`config.mk`:
```
export PLATFORM = sky130hd
export DESIGN_NAME = pte_trigger
export DESIGN_NICKNAME = d
export VERILOG_FILES = /design/src/rtl/pte_pkg.sv /design/src/rtl/pte_prog_if.sv /design/src/rtl/pte_prog_mem.sv /design/src/rtl/pte_trigger.sv
export SDC_FILE = /design/constraint.sdc
export NUM_CORES = 2
export LEC_CHECK = 0
export BUFFER_PORTS_ARGS = -buffer_cell sky130_fd_sc_hd__buf_2
export CORE_MARGIN = 3
export CORE_UTILIZATION = 63
export DETAILED_ROUTE_END_ITERATION = 6
export GPL_TIMING_DRIVEN = 0
export PLACE_DENSITY = 0.77
export SYNTH_ARGS = -nofsm -noshare
export SYNTH_HDL_FRONTEND = slang
export SYNTH_SLANG_ARGS = --single-unit
```
`constraint.sdc`:
```
create_clock -name clock -period 6.1 [get_ports clock]
set_input_delay 0 -clock clock [delete_from_list [all_inputs] [get_ports clock]]
set_output_delay 0 -clock clock [all_outputs]
set_load 0.05 [all_outputs]
```
`src/rtl/pte_pkg.sv`:
```
package pte_pkg;
    // build-time shape
    localparam int NPROBE = 4;
    localparam int PW     = 8;
    localparam int CW     = 16;
    localparam int NSTATE = 16;
    localparam int SW     = 4;
    localparam int NBR    = 3;
    localparam int BRW    = 17;
    localparam int PROG_W = 51;
    localparam int AW     = 8;
    localparam bit ADVANCED_BUILT = 1'b1;

    // register byte offsets and offset pages
    localparam logic [AW-1:0] OFS_CTRL    = 8'h00;
    localparam logic [AW-1:0] OFS_PART    = 8'h04;
    localparam logic [AW-1:0] OFS_STATUS  = 8'h08;
    localparam logic [AW-1:0] OFS_TCOUNT  = 8'h0C;
    localparam logic [3:0]    PAGE_PCFG   = 4'h1;
    localparam logic [3:0]    PAGE_PBITS  = 4'h2;
    localparam logic [3:0]    PAGE_CNT    = 4'h3;
    localparam logic [AW-1:0] OFS_PROG_LO = 8'h40;
    localparam logic [AW-1:0] OFS_PROG_HI = 8'h44;
    localparam logic [AW-1:0] OFS_PROG_WR = 8'h48;

    // control fields
    localparam int CTRL_MODE_LSB = 0;
    localparam int CTRL_FUNC_LSB = 3;
    localparam int CTRL_EN_BIT   = 5;
    localparam int CTRL_RST_BIT  = 6;
    localparam int PART_SH_LSB   = 4;

    // probe config fields
    localparam int PCFG_W       = 19;
    localparam int PCFG_OP_LSB  = 0;
    localparam int PCFG_SGN_BIT = 3;
    localparam int PCFG_BIT_BIT = 4;
    localparam int PCFG_RDX_LSB = 5;
    localparam int PCFG_VAL_LSB = 8;
    localparam int PCFG_DC_LSB  = 16;
    localparam int PBITS_W      = 24;

    // branch word fields
    localparam int BR_COND_LSB = 0;
    localparam int BR_NEXT_LSB = 4;
    localparam int BR_TRIG_BIT = 8;
    localparam int BR_COP_LSB  = 9;
    localparam int BR_CIDX_LSB = 11;
    localparam int BR_FOP_LSB  = 13;
    localparam int BR_FIDX_LSB = 15;

    // branch condition selects
    localparam logic [3:0] COND_NEVER  = 4'h0;
    localparam logic [3:0] COND_ALWAYS = 4'h1;
    localparam logic [3:0] COND_GLOBAL = 4'h2;
    localparam logic [3:0] COND_PROBE  = 4'h3;
    localparam logic [3:0] COND_CNT    = 4'h7;
    localparam logic [3:0] COND_FLAG   = 4'hB;
    localparam logic [3:0] COND_NGLOB  = 4'hF;

    // reset values
    localparam logic [2:0]  RST_MODE = 3'h0;
    localparam logic [1:0]  RST_FUNC = 2'h0;
    localparam logic [CW-1:0] RST_LIM = 16'hFFFF;

    typedef enum logic [2:0] {
        PTE_MODE_CMP     = 3'b000,
        PTE_MODE_SEQ     = 3'b001,
        PTE_MODE_EXT     = 3'b010,
        PTE_MODE_CMP_EXT = 3'b011,
        PTE_MODE_SEQ_EXT = 3'b100
    } pte_mode_t;

    typedef enum logic [1:0] {
        PTE_AND  = 2'b00,
        PTE_OR   = 2'b01,
        PTE_NAND = 2'b10,
        PTE_NOR  = 2'b11
    } pte_func_t;

    typedef enum logic [2:0] {
        PTE_EQ = 3'b000,
        PTE_NE = 3'b001,
        PTE_LT = 3'b010,
        PTE_LE = 3'b011,
        PTE_GT = 3'b100,
        PTE_GE = 3'b101
    } pte_op_t;

    typedef enum logic [1:0] {
        PTE_RDX_BIN = 2'b00,
        PTE_RDX_HEX = 2'b01,
        PTE_RDX_OCT = 2'b10,
        PTE_RDX_DEC = 2'b11
    } pte_radix_t;

    typedef enum logic [2:0] {
        PTE_B0   = 3'b000,
        PTE_B1   = 3'b001,
        PTE_BX   = 3'b010,
        PTE_BR   = 3'b011,
        PTE_BF   = 3'b100,
        PTE_BB   = 3'b101,
        PTE_BN   = 3'b110
    } pte_bit_t;

    localparam logic [1:0] OP_NONE = 2'h0;
    localparam logic [1:0] OP_INC  = 2'h1;
    localparam logic [1:0] OP_SET  = 2'h1;
    localparam logic [1:0] OP_CLR  = 2'h2;
endpackage

```
`src/rtl/pte_prog_if.sv`:
```
`timescale 1ns/100ps
interface pte_prog_if;
    import pte_pkg::*;
    logic              wr_en;
    logic [SW-1:0]     wr_addr;
    logic [PROG_W-1:0] wr_data;
    logic [SW-1:0]     rd_addr;
    logic [PROG_W-1:0] rd_data;
    modport ctrl (output wr_en, output wr_addr, output wr_data, output rd_addr, input rd_data);
    modport mem  (input wr_en, input wr_addr, input wr_data, input rd_addr, output rd_data);
endinterface

```
`src/rtl/pte_prog_mem.sv`:
```
`timescale 1ns/100ps
module pte_prog_mem
    import pte_pkg::*;
(
    input  wire logic clock,
    input  wire logic rst,
    pte_prog_if.mem   prog
);
    typedef struct packed {
        logic [NSTATE-1:0][PROG_W-1:0] mem;
        logic [PROG_W-1:0]             q;
    } pte_mem_state_t;

    pte_mem_state_t st_reg;
    pte_mem_state_t st_next;

    // program words survive reset; only the read register clears
    always_comb begin
        st_next   = st_reg;
        st_next.q = st_reg.mem[prog.rd_addr];
        if (prog.wr_en) begin
            st_next.mem[prog.wr_addr] = prog.wr_data;
        end
        if (rst) begin
            st_next.q = '0;
        end
    end

    always_ff @(posedge clock) begin
        st_reg <= st_next;
    end

    assign prog.rd_data = st_reg.q;
endmodule

```
`src/rtl/pte_trigger.sv`:
```
// Notes on behaviour
// comparator result triggers only in comparator-alone or comparator-or-external mode.
// probes not participating are don't care in the combination.
// each comparator offers ==, !=, <, <=, >, >=.
// compare value is tested against the live sampled probe value.
// per-bit codes 0, 1, X, rising, falling, either edge.
// no-transition code matches when bit equals its previous sample.
// hex or octal don't-care digits mask their whole bit group.
// relational compares may be unsigned or signed.
// global function is AND, OR, NAND or NOR over participants.
// AND all true; NOR all false.
// OR any true; NAND any false.
// shared probe ports allow only AND and NAND.
// sequencer presence is a build-time choice.
// sequencer has at most 16 states.
// each state has one to three conditional branches.
// up to four event counters.
// up to four flags recording taken branches.
// actions are goto, trigger, counter and flag operations.
// sequencer triggers only if built and in a sequencer mode.
// external-alone mode triggers on a rising external input.
// or-external modes OR the external input with comparator or sequencer.
// everything is evaluated on the sample clock edge.
//
// Local design decisions: the placing of the registers and the address-and-strobe port.
`timescale 1ns/100ps
module pte_trigger
    import pte_pkg::*;
(
    input  wire logic                      clock,
    input  wire logic                      rst,
    input  wire logic [NPROBE-1:0][PW-1:0] probe_in,
    input  wire logic                      external_trigger_input,
    input  wire logic [AW-1:0]             reg_addr,
    input  wire logic [31:0]               reg_wdata,
    input  wire logic                      reg_wr,
    input  wire logic                      reg_rd,
    output logic      [31:0]               reg_rdata,
    output logic                           trigger_out
);
    typedef struct packed {
        logic [2:0]                      mode;
        logic [1:0]                      func;
        logic                            en;
        logic [NPROBE-1:0]               part;
        logic [NPROBE-1:0]               shared;
        logic [NPROBE-1:0][PCFG_W-1:0]   pcfg;
        logic [NPROBE-1:0][PBITS_W-1:0]  pbits;
        logic [3:0][CW-1:0]              lim;
        logic [3:0][CW-1:0]              cnt;
        logic [3:0]                      flags;
        logic [SW-1:0]                   state;
        logic [31:0]                     prog_lo;
        logic [PROG_W-33:0]              prog_hi;
        logic [NPROBE-1:0][PW-1:0]       smp;
        logic [NPROBE-1:0][PW-1:0]       prev;
        logic [2:0]                      xs;
        logic                            xlvl;
        logic                            trig;
        logic [15:0]                     tcount;
        logic [31:0]                     rdata;
    } pte_state_t;

    pte_state_t st_reg;
    pte_state_t st_next;
    pte_prog_if prog ();

    pte_prog_mem u_mem (
        .clock (clock),
        .rst   (rst),
        .prog  (prog.mem)
    );

    // bits of one hex or octal digit that are don't care
    function automatic logic [PW-1:0] digit_mask(input logic [1:0] radix, input logic [2:0] dc);
        logic [PW-1:0] m;
        m = '0;
        if (radix == PTE_RDX_HEX) begin
            m = {{4{dc[1]}}, {4{dc[0]}}};
        end else if (radix == PTE_RDX_OCT) begin
            m = {{2{dc[2]}}, {3{dc[1]}}, {3{dc[0]}}};
        end
        return m;
    endfunction

    // one probe comparator
    function automatic logic probe_match(input logic [PCFG_W-1:0] cfg, input logic [PBITS_W-1:0] codes,
                                         input logic [PW-1:0] cur, input logic [PW-1:0] old);
        logic [PW-1:0] m;
        logic [PW-1:0] a;
        logic [PW-1:0] b;
        logic          lt;
        logic          eq;
        logic          hit;
        logic [2:0]    c;
        m   = ~digit_mask(cfg[PCFG_RDX_LSB +: 2], cfg[PCFG_DC_LSB +: 3]);
        a   = cur & m;
        b   = cfg[PCFG_VAL_LSB +: PW] & m;
        eq  = (a == b);
        lt  = cfg[PCFG_SGN_BIT] ? ($signed(a) < $signed(b)) : (a < b);
        hit = 1'b0;
        if (cfg[PCFG_BIT_BIT]) begin
            hit = 1'b1;
            for (int i = 0; i < PW; i++) begin
                c = codes[3*i +: 3];
                case (c)
                    PTE_B0:  hit = hit & ~cur[i];
                    PTE_B1:  hit = hit & cur[i];
                    PTE_BR:  hit = hit & cur[i] & ~old[i];
                    PTE_BF:  hit = hit & ~cur[i] & old[i];
                    PTE_BB:  hit = hit & (cur[i] ^ old[i]);
                    PTE_BN:  hit = hit & (cur[i] ~^ old[i]);
                    default: hit = hit;
                endcase
            end
            if (cfg[PCFG_OP_LSB +: 3] == PTE_NE) begin
                hit = ~hit;
            end
        end else begin
            case (cfg[PCFG_OP_LSB +: 3])
                PTE_EQ:  hit = eq;
                PTE_NE:  hit = ~eq;
                PTE_LT:  hit = lt;
                PTE_LE:  hit = lt | eq;
                PTE_GT:  hit = ~lt & ~eq;
                PTE_GE:  hit = ~lt;
                default: hit = 1'b0;
            endcase
        end
        return hit;
    endfunction

    logic [NPROBE-1:0] cmp;
    logic [1:0]        func_eff;
    logic              fallback;
    logic              gcond;
    logic              seq_on;
    logic              seq_trig;
    logic              ext_rise;
    logic              cmp_trig;
    logic              trig_now;
    logic [BRW-1:0]    br;
    logic              br_hit;
    logic              taken;
    logic [3:0]        sel;
    logic [1:0]        ix;

    // comparators look at the registered sample, so prev is exactly one edge older
    always_comb begin
        for (int p = 0; p < NPROBE; p++) begin
            cmp[p] = probe_match(st_reg.pcfg[p], st_reg.pbits[p], st_reg.smp[p], st_reg.prev[p]);
        end
    end

    // shared ports cannot OR or NOR; the request degrades to its AND form
    always_comb begin
        fallback = |(st_reg.part & st_reg.shared) & st_reg.func[0];
        func_eff = fallback ? {st_reg.func[1], 1'b0} : st_reg.func;
        case (func_eff)
            PTE_AND:  gcond = &(cmp | ~st_reg.part);
            PTE_OR:   gcond = |(cmp & st_reg.part);
            PTE_NAND: gcond = |(~cmp & st_reg.part);
            PTE_NOR:  gcond = &(~cmp | ~st_reg.part);
            default:  gcond = 1'b0;
        endcase
    end

    always_comb begin
        st_next  = st_reg;
        seq_on   = ADVANCED_BUILT && st_reg.en &&
                   (st_reg.mode == PTE_MODE_SEQ || st_reg.mode == PTE_MODE_SEQ_EXT);
        seq_trig = 1'b0;
        taken    = 1'b0;
        br       = '0;
        br_hit   = 1'b0;
        sel      = '0;
        ix       = '0;

        // sample probes and external pin
        st_next.smp  = probe_in;
        st_next.prev = st_reg.smp;
        st_next.xs   = {st_reg.xs[1:0], external_trigger_input};
        if (st_reg.xs[1] == st_reg.xs[2]) begin
            st_next.xlvl = st_reg.xs[2];
        end
        ext_rise = (st_reg.xs[1] == st_reg.xs[2]) && st_reg.xs[2] && !st_reg.xlvl;

        // sequencer: first true branch of the current state wins
        if (seq_on) begin
            for (int k = 0; k < NBR; k++) begin
                br  = prog.rd_data[k*BRW +: BRW];
                sel = br[BR_COND_LSB +: 4];
                ix  = sel[1:0] + 2'h1;
                if (sel == COND_NEVER) begin
                    br_hit = 1'b0;
                end else if (sel == COND_ALWAYS) begin
                    br_hit = 1'b1;
                end else if (sel == COND_GLOBAL) begin
                    br_hit = gcond;
                end else if (sel == COND_NGLOB) begin
                    br_hit = ~gcond;
                end else if (sel < COND_CNT) begin
                    br_hit = cmp[ix];
                end else if (sel < COND_FLAG) begin
                    br_hit = (st_reg.cnt[ix] == st_reg.lim[ix]);
                end else begin
                    br_hit = st_reg.flags[ix];
                end
                if (br_hit && !taken) begin
                    taken         = 1'b1;
                    st_next.state = br[BR_NEXT_LSB +: SW];
                    seq_trig      = br[BR_TRIG_BIT];
                    if (br[BR_COP_LSB +: 2] == OP_INC) begin
                        st_next.cnt[br[BR_CIDX_LSB +: 2]] = st_reg.cnt[br[BR_CIDX_LSB +: 2]] + 16'h0001;
                    end else if (br[BR_COP_LSB +: 2] == OP_CLR) begin
                        st_next.cnt[br[BR_CIDX_LSB +: 2]] = '0;
                    end
                    if (br[BR_FOP_LSB +: 2] == OP_SET) begin
                        st_next.flags[br[BR_FIDX_LSB +: 2]] = 1'b1;
                    end else if (br[BR_FOP_LSB +: 2] == OP_CLR) begin
                        st_next.flags[br[BR_FIDX_LSB +: 2]] = 1'b0;
                    end
                end
            end
        end else begin
            st_next.state = '0;
            st_next.cnt   = '0;
            st_next.flags = '0;
        end

        cmp_trig = st_reg.en && gcond &&
                   (st_reg.mode == PTE_MODE_CMP || st_reg.mode == PTE_MODE_CMP_EXT);
        trig_now = cmp_trig || seq_trig;
        if (st_reg.en && st_reg.mode == PTE_MODE_EXT) begin
            trig_now = ext_rise;
        end else if (st_reg.en && (st_reg.mode == PTE_MODE_CMP_EXT || st_reg.mode == PTE_MODE_SEQ_EXT)) begin
            trig_now = trig_now || st_reg.xlvl;
        end
        st_next.trig = trig_now;
        if (trig_now) begin
            st_next.tcount = st_reg.tcount + 16'h0001;
        end

        // register writes
        if (reg_wr) begin
            if (reg_addr == OFS_CTRL) begin
                st_next.mode = reg_wdata[CTRL_MODE_LSB +: 3];
                st_next.func = reg_wdata[CTRL_FUNC_LSB +: 2];
                st_next.en   = reg_wdata[CTRL_EN_BIT];
                if (reg_wdata[CTRL_RST_BIT]) begin
                    st_next.state  = '0;
                    st_next.cnt    = '0;
                    st_next.flags  = '0;
                    st_next.tcount = '0;
                end
            end else if (reg_addr == OFS_PART) begin
                st_next.part   = reg_wdata[NPROBE-1:0];
                st_next.shared = reg_wdata[PART_SH_LSB +: NPROBE];
            end else if (reg_addr[7:4] == PAGE_PCFG) begin
                st_next.pcfg[reg_addr[3:2]] = reg_wdata[PCFG_W-1:0];
            end else if (reg_addr[7:4] == PAGE_PBITS) begin
                st_next.pbits[reg_addr[3:2]] = reg_wdata[PBITS_W-1:0];
            end else if (reg_addr[7:4] == PAGE_CNT) begin
                st_next.lim[reg_addr[3:2]] = reg_wdata[CW-1:0];
            end else if (reg_addr == OFS_PROG_LO) begin
                st_next.prog_lo = reg_wdata;
            end else if (reg_addr == OFS_PROG_HI) begin
                st_next.prog_hi = reg_wdata[PROG_W-33:0];
            end
        end

        // register reads, answered on the following cycle
        st_next.rdata = '0;
        if (reg_rd) begin
            if (reg_addr == OFS_CTRL) begin
                st_next.rdata = {25'h0000000, 1'b0, st_reg.en, st_reg.func, st_reg.mode};
            end else if (reg_addr == OFS_PART) begin
                st_next.rdata = {24'h000000, st_reg.shared, st_reg.part};
            end else if (reg_addr == OFS_STATUS) begin
                st_next.rdata = {17'h00000, st_reg.trig, st_reg.xlvl, fallback,
                                 st_reg.state, st_reg.flags, cmp};
            end else if (reg_addr == OFS_TCOUNT) begin
                st_next.rdata = {16'h0000, st_reg.tcount};
            end else if (reg_addr[7:4] == PAGE_PCFG) begin
                st_next.rdata = {13'h0000, st_reg.pcfg[reg_addr[3:2]]};
            end else if (reg_addr[7:4] == PAGE_PBITS) begin
                st_next.rdata = {8'h00, st_reg.pbits[reg_addr[3:2]]};
            end else if (reg_addr[7:4] == PAGE_CNT) begin
                st_next.rdata = {st_reg.cnt[reg_addr[3:2]], st_reg.lim[reg_addr[3:2]]};
            end else if (reg_addr == OFS_PROG_LO) begin
                st_next.rdata = st_reg.prog_lo;
            end else if (reg_addr == OFS_PROG_HI) begin
                st_next.rdata = {13'h0000, st_reg.prog_hi};
            end
        end

        if (rst) begin
            st_next        = '0;
            st_next.mode   = RST_MODE;
            st_next.func   = RST_FUNC;
            st_next.lim    = {4{RST_LIM}};
        end
    end

    // memory read address follows the next state so its registered word lines up with state_reg
    assign prog.rd_addr = st_next.state;
    assign prog.wr_en   = reg_wr && (reg_addr == OFS_PROG_WR) && !rst;
    assign prog.wr_addr = reg_wdata[SW-1:0];
    assign prog.wr_data = {st_reg.prog_hi, st_reg.prog_lo};

    always_ff @(posedge clock) begin
        st_reg <= st_next;
    end

    assign reg_rdata   = st_reg.rdata;
    assign trigger_out = st_reg.trig;
endmodule

```
# Yosys cells after proc, flatten, opt, wreduce, memory -nomap -nowiden
# Cells that the tools add are included.
# Widths: inputs -> output; s select.
op_classes:
  muxes: 233
  n_eq_ne: 233
  bitwise_logic: 367
  n_lt_le_gt_ge: 34
  reduce_logical: 89
  n_addsub: 7
ops:
  columns: ["operator", "count"]
  rows:
  - ["$bwmux 816", 1]
  - ["$mux 72", 8]
  - ["$mux 64", 6]
  - ["$mux 51", 7]
  - ["$bmux 16 s2", 11]
  - ["$mux 32", 10]
  - ["$eq 3x3->1 const B", 105]
  - ["$mux 16", 19]
  - ["$bwmux 64", 4]
  - ["$pmux 1 s6", 36]
  - ["$bmux 51 s4", 1]
  - ["$demux 51 s4", 1]
  - ["$and 64x64->64", 3]
  - ["$not 64->64", 3]
  - ["$and 1x1->1", 181]
  - ["$mux 172", 1]
  - ["$demux 16 s2", 4]
  - ["$eq 3x2->1 const B", 42]
  - ["$mux 123", 1]
  - ["$eq 3x1->1 const B", 37]
  - ["$logic_not 3->1", 37]
  - ["$bwmux 96", 1]
  - ["$mux 19", 5]
  - ["$mux 1", 86]
  - ["other kinds (60)", 353]
totals:
  wordCells: 1024
  input_bits: 77
  output_inout_bits: 33
  register_bits: 1357

# Logic depth before layout (Yosys ltp)
depth:
  ltp_word: 66
  depth_mapped: 25
  ltp_nobuf: 23

# Cells and area by module
# A second synthesis with hierarchy kept.
unflattened:
  hier_cells: 5276
  hier_area_um2: 63452.1
modules_own_cells:
  columns: ["mod", "seq_area_each_um2", "area_per_inst_um2", "instances", "cells_each"]
  rows:
  - ["pte_prog_mem", 25524.5, 33010.4, 1, 1768]
  - ["pte_trigger", 9809.4, 30441.7, 1, 3508]

# Worst setup path after synthesis
# No wires, ideal clock.
synth_timing:
  path_type: "flip-flop to flip-flop"
  start: "register u_mem.st_reg, in the netlist u_mem.prog.rd_data[17]"
  end: "register u_mem.st_reg, in the netlist u_mem.prog.rd_data[0]"
  slack_ps: 728
  stages_incl_launch_ff: 23
  arrival_ps: 5308
  t_required_ps: 6036
  setup_ps: 64
  period_less_slack_ps: 5372
  n_path_buf: 6
  path_cell_list: "dfxtp_1 -> buf_2 -> clkbuf_1 -> inv_1 -> ha_1 -> clkbuf_1 -> buf_1 -> mux4_2 -> xor2_1 -> nor4_1 -> nand4_1 -> nor4_1 -> nor3_1 -> o221ai_1 -> o2111ai_1 -> nand2_1 -> mux2_2 -> a31o_1 -> buf_2 -> nor3b_2 -> clkbuf_1 -> nand3_1 -> nand4_1"
synth_via:
  elab_chain_len: 24
  word_cells_on_any_way: 38
  cone_classes: "1 x add/sub; 2 x order compare; 4 x eq/ne; 27 x mux; 4 x reduce/logical"
synth_rtl:
  columns: ["element", "line", "text"]
  rows:
  - ["from (decl)", "pte_prog_mem.sv:14", "pte_mem_state_t st_reg;"]
  - ["from (signal assigned)", "pte_prog_mem.sv:30", "st_reg <= st_next;"]
  - ["$add 2x1->2", "pte_trigger.sv:193", "ix = sel[1:0] + 2'h1;"]
  - ["$bmux 16 s2", "pte_trigger.sv:205", "br_hit = (st_reg.cnt[ix] == st_reg.lim[ix]);"]
  - ["$mux 16 (not written as such)", "pte_trigger.sv:205", null]
  - ["$eq 16x16->1", "pte_trigger.sv:205", null]
  - ["$mux 1", "pte_trigger.sv:204", "end else if (sel < COND_FLAG) begin"]
  - ["$mux 1", "pte_trigger.sv:202", "end else if (sel < COND_CNT) begin"]
  - ["$mux 1", "pte_trigger.sv:200", "end else if (sel == COND_NGLOB) begin"]
  - ["$mux 1", "pte_trigger.sv:198", "end else if (sel == COND_GLOBAL) begin"]
  - ["(+8 left out)", null, null]
  - ["$mux 72 (*)", "pte_trigger.sv:209", "if (br_hit && !taken) begin"]
  - ["$mux 72 (*)", "pte_trigger.sv:189", "if (seq_on) begin"]
  - ["$mux 72", "pte_trigger.sv:250", "if (reg_wdata[CTRL_RST_BIT]) begin"]
  - ["$mux 72", "pte_trigger.sv:246", "if (reg_addr == OFS_CTRL) begin"]
  - ["$mux 123 (*)", "pte_trigger.sv:245", "if (reg_wr) begin"]
  - ["$mux 172 (*)", "pte_trigger.sv:297", "if (rst) begin"]
  - ["$bmux 51 s4 (*)", "pte_prog_mem.sv:20", "st_next.q = st_reg.mem[prog.rd_addr];"]
  - ["$mux 51 (not written as such) (*)", "pte_prog_mem.sv:20", null]
# Every way passes the cells marked *; elsewhere a longest branch is shown, timed or not. The select of a mux whose other input is x is not followed.
# A chain may end at the register's enable or synchronous reset.

# Final worst setup path
layout_timing:
  start: "register st_reg[443] in the netlist's numbering"
  end: "register u_mem.st_reg, in the netlist u_mem.prog.rd_data[9]"
layout_via:
  elab_chain_len: 37
  word_cells_on_any_way: 72
  cone_classes: "2 x order compare; 3 x eq/ne; 46 x mux; 13 x bitwise; 8 x reduce/logical"
layout_rtl:
  columns: ["element", "line", "text"]
  rows:
  - ["from (decl)", "pte_trigger.sv:64", "pte_state_t st_reg;"]
  - ["from (signal assigned)", "pte_trigger.sv:312", "st_reg <= st_next;"]
  - ["$eq 2x2->1", "pte_trigger.sv:80", "end else if (radix == PTE_RDX_OCT) begin"]
  - ["$mux 8", "pte_trigger.sv:80", null]
  - ["$mux 8 (*)", "pte_trigger.sv:78", "if (radix == PTE_RDX_HEX) begin"]
  - ["$not 8->8 (*)", "pte_trigger.sv:96", "m = ~digit_mask(cfg[PCFG_RDX_LSB +: 2], cfg[PCFG_DC_LSB +: 3]);"]
  - ["$and 8x8->8 (on tied branches)", "pte_trigger.sv:97, pte_trigger.sv:98", null]
  - ["$lt 8x8->1", "pte_trigger.sv:100", "lt = cfg[PCFG_SGN_BIT] ? ($signed(a) < $signed(b)) : (a < b);"]
  - ["$mux 1", "pte_trigger.sv:100", null]
  - ["$not 1->1", "pte_trigger.sv:125, pte_trigger.sv:126", null]
  - ["(+21 left out)", null, null]
  - ["$mux 72 (*)", "pte_trigger.sv:209", null]
  - ["$mux 72 (*)", "pte_trigger.sv:189", null]
  - ["$mux 72", "pte_trigger.sv:250", null]
  - ["$mux 72", "pte_trigger.sv:246", null]
  - ["$mux 123 (*)", "pte_trigger.sv:245", null]
  - ["$mux 172 (*)", "pte_trigger.sv:297", null]
  - ["$bmux 51 s4 (*)", "pte_prog_mem.sv:20", null]
  - ["$mux 51 (not written as such) (*)", "pte_prog_mem.sv:20", null]
# Marks and branches as above.

==> impl_metrics.yaml <==
setup_path:
  slowest_delay_ns: 0.67
  rr_startpoint: "st_reg[443]$_SDFFE_PP0P_"
  cp-end-kind: "register"
  cp_slowest_cell: "nand4_1"
  cp.arrival_ns: 6.99
  crit_required_ns: 6.46
  r2r_cells: 25
  startpoint: "st_reg[443]$_SDFFE_PP0P_"
  crit_type: "reg2reg"
  crit_fanout: 10
  path_common_cell: "nand2_1"
  start_kind: "register"
synth:
  yosysTopAreaCell: "edfxtp_1"
  synthCells: 5655
  synth_nets: 5789
  synth_top_area_frac: 0.3852
  synthTopCellsByArea: "edfxtp_1, dfxtp_1, mux2i_1"
  ys_ff_latch: 1357
  ys.flop_type: "edfxtp_1"
  netlist-cell-type-count: 95
  synth_edf_count: 816
  yosysSeqAreaShare: 0.5554
  ys_top_cells_by_count: "nand2_1, edfxtp_1, dfxtp_1"
  yosysMostFrequentCell: "nand2_1"
  ys_warn_count: 0
  syn_area_per_cell_sq_um: 11.25
  async_flop_share: 0
  syn_area_sq_um: 63620
final_layout:
  fin_util: 0.7643
  largest_reg_flops: 816
  area_growth_pct: 19.28
  instances_no_fill: 7611
  drive_gt1_frac: 0.1770
  fillers: 5993
  final_nets: 6329
worst_hold_path:
  min_from: "probe_in[25]"
  min_path_cells: 3
  hp-class: "in2reg"
sta:
  setup_viol: 44
  fin_crit_sh: 1.087
  finalMaxSlewViolations: 0
  setup_ws_ns: -0.5311
  period_needed_ns: 6.631
  fin_skew_ns: 0.03876
  hold_violations: 0
  slew-limit-headroom: 0.01144
  whs_ns: 0.02912
  tightestPinTransition_ns: 1.483
  max_clock_freq_mhz: 150.8
  rsz0062_at_grt: "yes"
flow_run:
  maxCapViolations: 0
routing:
  viasPerCell: 7.187
  routed_wl_um: 252800
  via_count: 54700
  ant_nets: 0
  wl_per_cell_um: 33.22
  route.detailed.drc: 73
  route.met3.wl_um: 40070
  wl_met2_um: 107100
  firstDrtPassIters: 7
  wl_met1_um: 84450
  maxUsedRoutingLayer: "met5"
  drt-initial-drc-count: 9771
place:
  gp_congestion: 1.065
  place_inst: 7088
  dp_hpwl_um: 168500
  place_ws_ns: -3.119
  port_buffers: 98
clock_network:
  clockBufferDepth: 3
  cts.htree.levels: 4
  clkLatencyLatePin_ns: 0.79
  cts_made_buffers: 139
  root_buffer: "clkbuf_16"
  cts_tree: "yes"
  cts.reportedPaths.clkPinSlew_ns: 0.06
  cts_sinks: 1357
pwr:
  combPwrFrac: 0.032
  p_clk_frac: 0.466
  cellLeakagePower_nw: 30.73
  switching_share: 0.2246
  seqPwrFrac: 0.502
  p_switching_mw: 4.337
  power.internal_mw: 14.97
  powerDensity_nw_per_um2: 254.5
  ir_drop_mv: 0.3435
die:
  die-area_sq_um: 104800
  die_width_um: 323.8
  core_sq_um: 99280
  rows: 115
  die_h_um: 323.8
  io_pins: 110
  start_util: 0.6408
run_status:
  outcome: "finished with violations"
  violations: "DRC, setup timing"
global_routing:
  overflow: 0
  grt_max_degree: 26
  track_usage: 0.4600
  first_global_vias: 50840
  grt_pass1_wl_um: 344200
  antenna_found_initial: 24
worst paths after layout:
check        slack [ns]                                to
max               -0.53  u_mem.prog.rd_data[9]$_SDFF_PP0_
min                0.03            st_reg[110]$_SDFF_PP0_
max reg2reg       -0.53  u_mem.prog.rd_data[9]$_SDFF_PP0_
min reg2reg        0.44             st_reg[51]$_SDFF_PP0_
power by group through the flow:
stage                     Combinational, mW  Clock (mW)  Sequential [mW]
after floorplan                       0.282           0             9.86
after global placement                0.487           0             9.88
after detailed placement              0.495           0             9.89
after CTS                             0.579        8.84             9.69
after global routing                  0.637        9.28             9.68
final                                 0.625        9.00             9.69
area by class of cell:
type	instances	area, sq um	area share
multi-input cells	3851	27490	0.3622
well taps	1287	1610	0.02122
clock buffers	189	3890	0.05126
repair buffers	409	3840	0.05061
diodes	14	35.03	0.0004617
flip-flops and latches	1357	35360	0.4660
inverters	75	290.3	0.003825
clock inverters	67	833.3	0.01098
plain buffers	362	2536	0.03342
metal layers:
metal  global-route usage  vias up
met3               0.1523     1291
met5            0.0009070        -
li1                     -    21870
met2               0.6709     5336
met4               0.2951        8
met1               0.5934    26200
kinds of logic (layout without fill, tap and decap cells):
kind of cell | after synthesis | after routing | synth area share
xor+xnor | 141 | 141 | 0.01941
fa+ha+maj | 64 | 64 | 0.01231
compound gates | 842 | 842 | 0.08792
mux | 647 | 647 | 0.1394
other cells | 0 | 14 | 0
flops | 1357 | 1357 | 0.5554
buf+inv | 447 | 1102 | 0.03106
simple gates | 2157 | 2157 | 0.1544
repair_timing:
action	in CTS	in global routing
cloned	1	4
hold endpoints to repair	184	0
pin swaps	49	58
setup buffers	68	85
gates resized for setup	348	205
setup endpoints to repair	140	128
hold buffers	107	0
cells in the final DEF, fill, tap and decap left out, types with 28 or more instances in the layout:
| cell | instances |
|---|---|
| dfxtp_1 | 533 |
| xor2_1 | 66 |
| nand2b_1 | 74 |
| clkbuf_1 | 202 |
| a211o_1 | 38 |
| nor3_1 | 29 |
| buf_12 | 63 |
| clkbuf_16 | 147 |
| a21oi_1 | 326 |
| ha_1 | 42 |
| nand4_1 | 86 |
| nor2_1 | 262 |
| nand2_1 | 1086 |
| o32a_1 | 40 |
| buf_4 | 171 |
| buf_2 | 113 |
| mux4_2 | 189 |
| o21ai_0 | 86 |
| a22oi_1 | 62 |
| mux2i_1 | 416 |
| a221oi_1 | 33 |
| nand3_1 | 260 |
| and2_1 | 28 |
| edfxtp_1 | 816 |
| buf_6 | 58 |
| a211oi_1 | 33 |
| dlygate4sd3_1 | 107 |
| and3_1 | 33 |
| inv_1 | 72 |
| nor2b_1 | 99 |
| xnor2_1 | 75 |
| a31oi_1 | 28 |
critical path, delay by kind of cell, from the launching register on:
| kind | cells | cell delay (ns) |
|---|---|---|
| DFF | 1 | 0.37 |
| adders and majority gates | 1 | 0.30 |
| muxes | 1 | 0.28 |
| buffers and inverters | 4 | 0.71 |
| and+or+nand+nor | 16 | 3.84 |
| AOI/OAI and AO/OA | 3 | 0.69 |
stage by stage:
step	setup TNS (ns)	cell area (sq um)	total power, mW
3_3_place_gp	-1754.75	65720	10.37
2_1_floorplan	0	63620	10.14
4_1_cts	-0.4320	74360	19.10
3_5_place_dp	-318.17	66620	10.38
6_report	-9.432	75880	19.31
5_1_grt	-13.63	75850	19.60
Note: power is estimated with default switching activity, not from simulation.
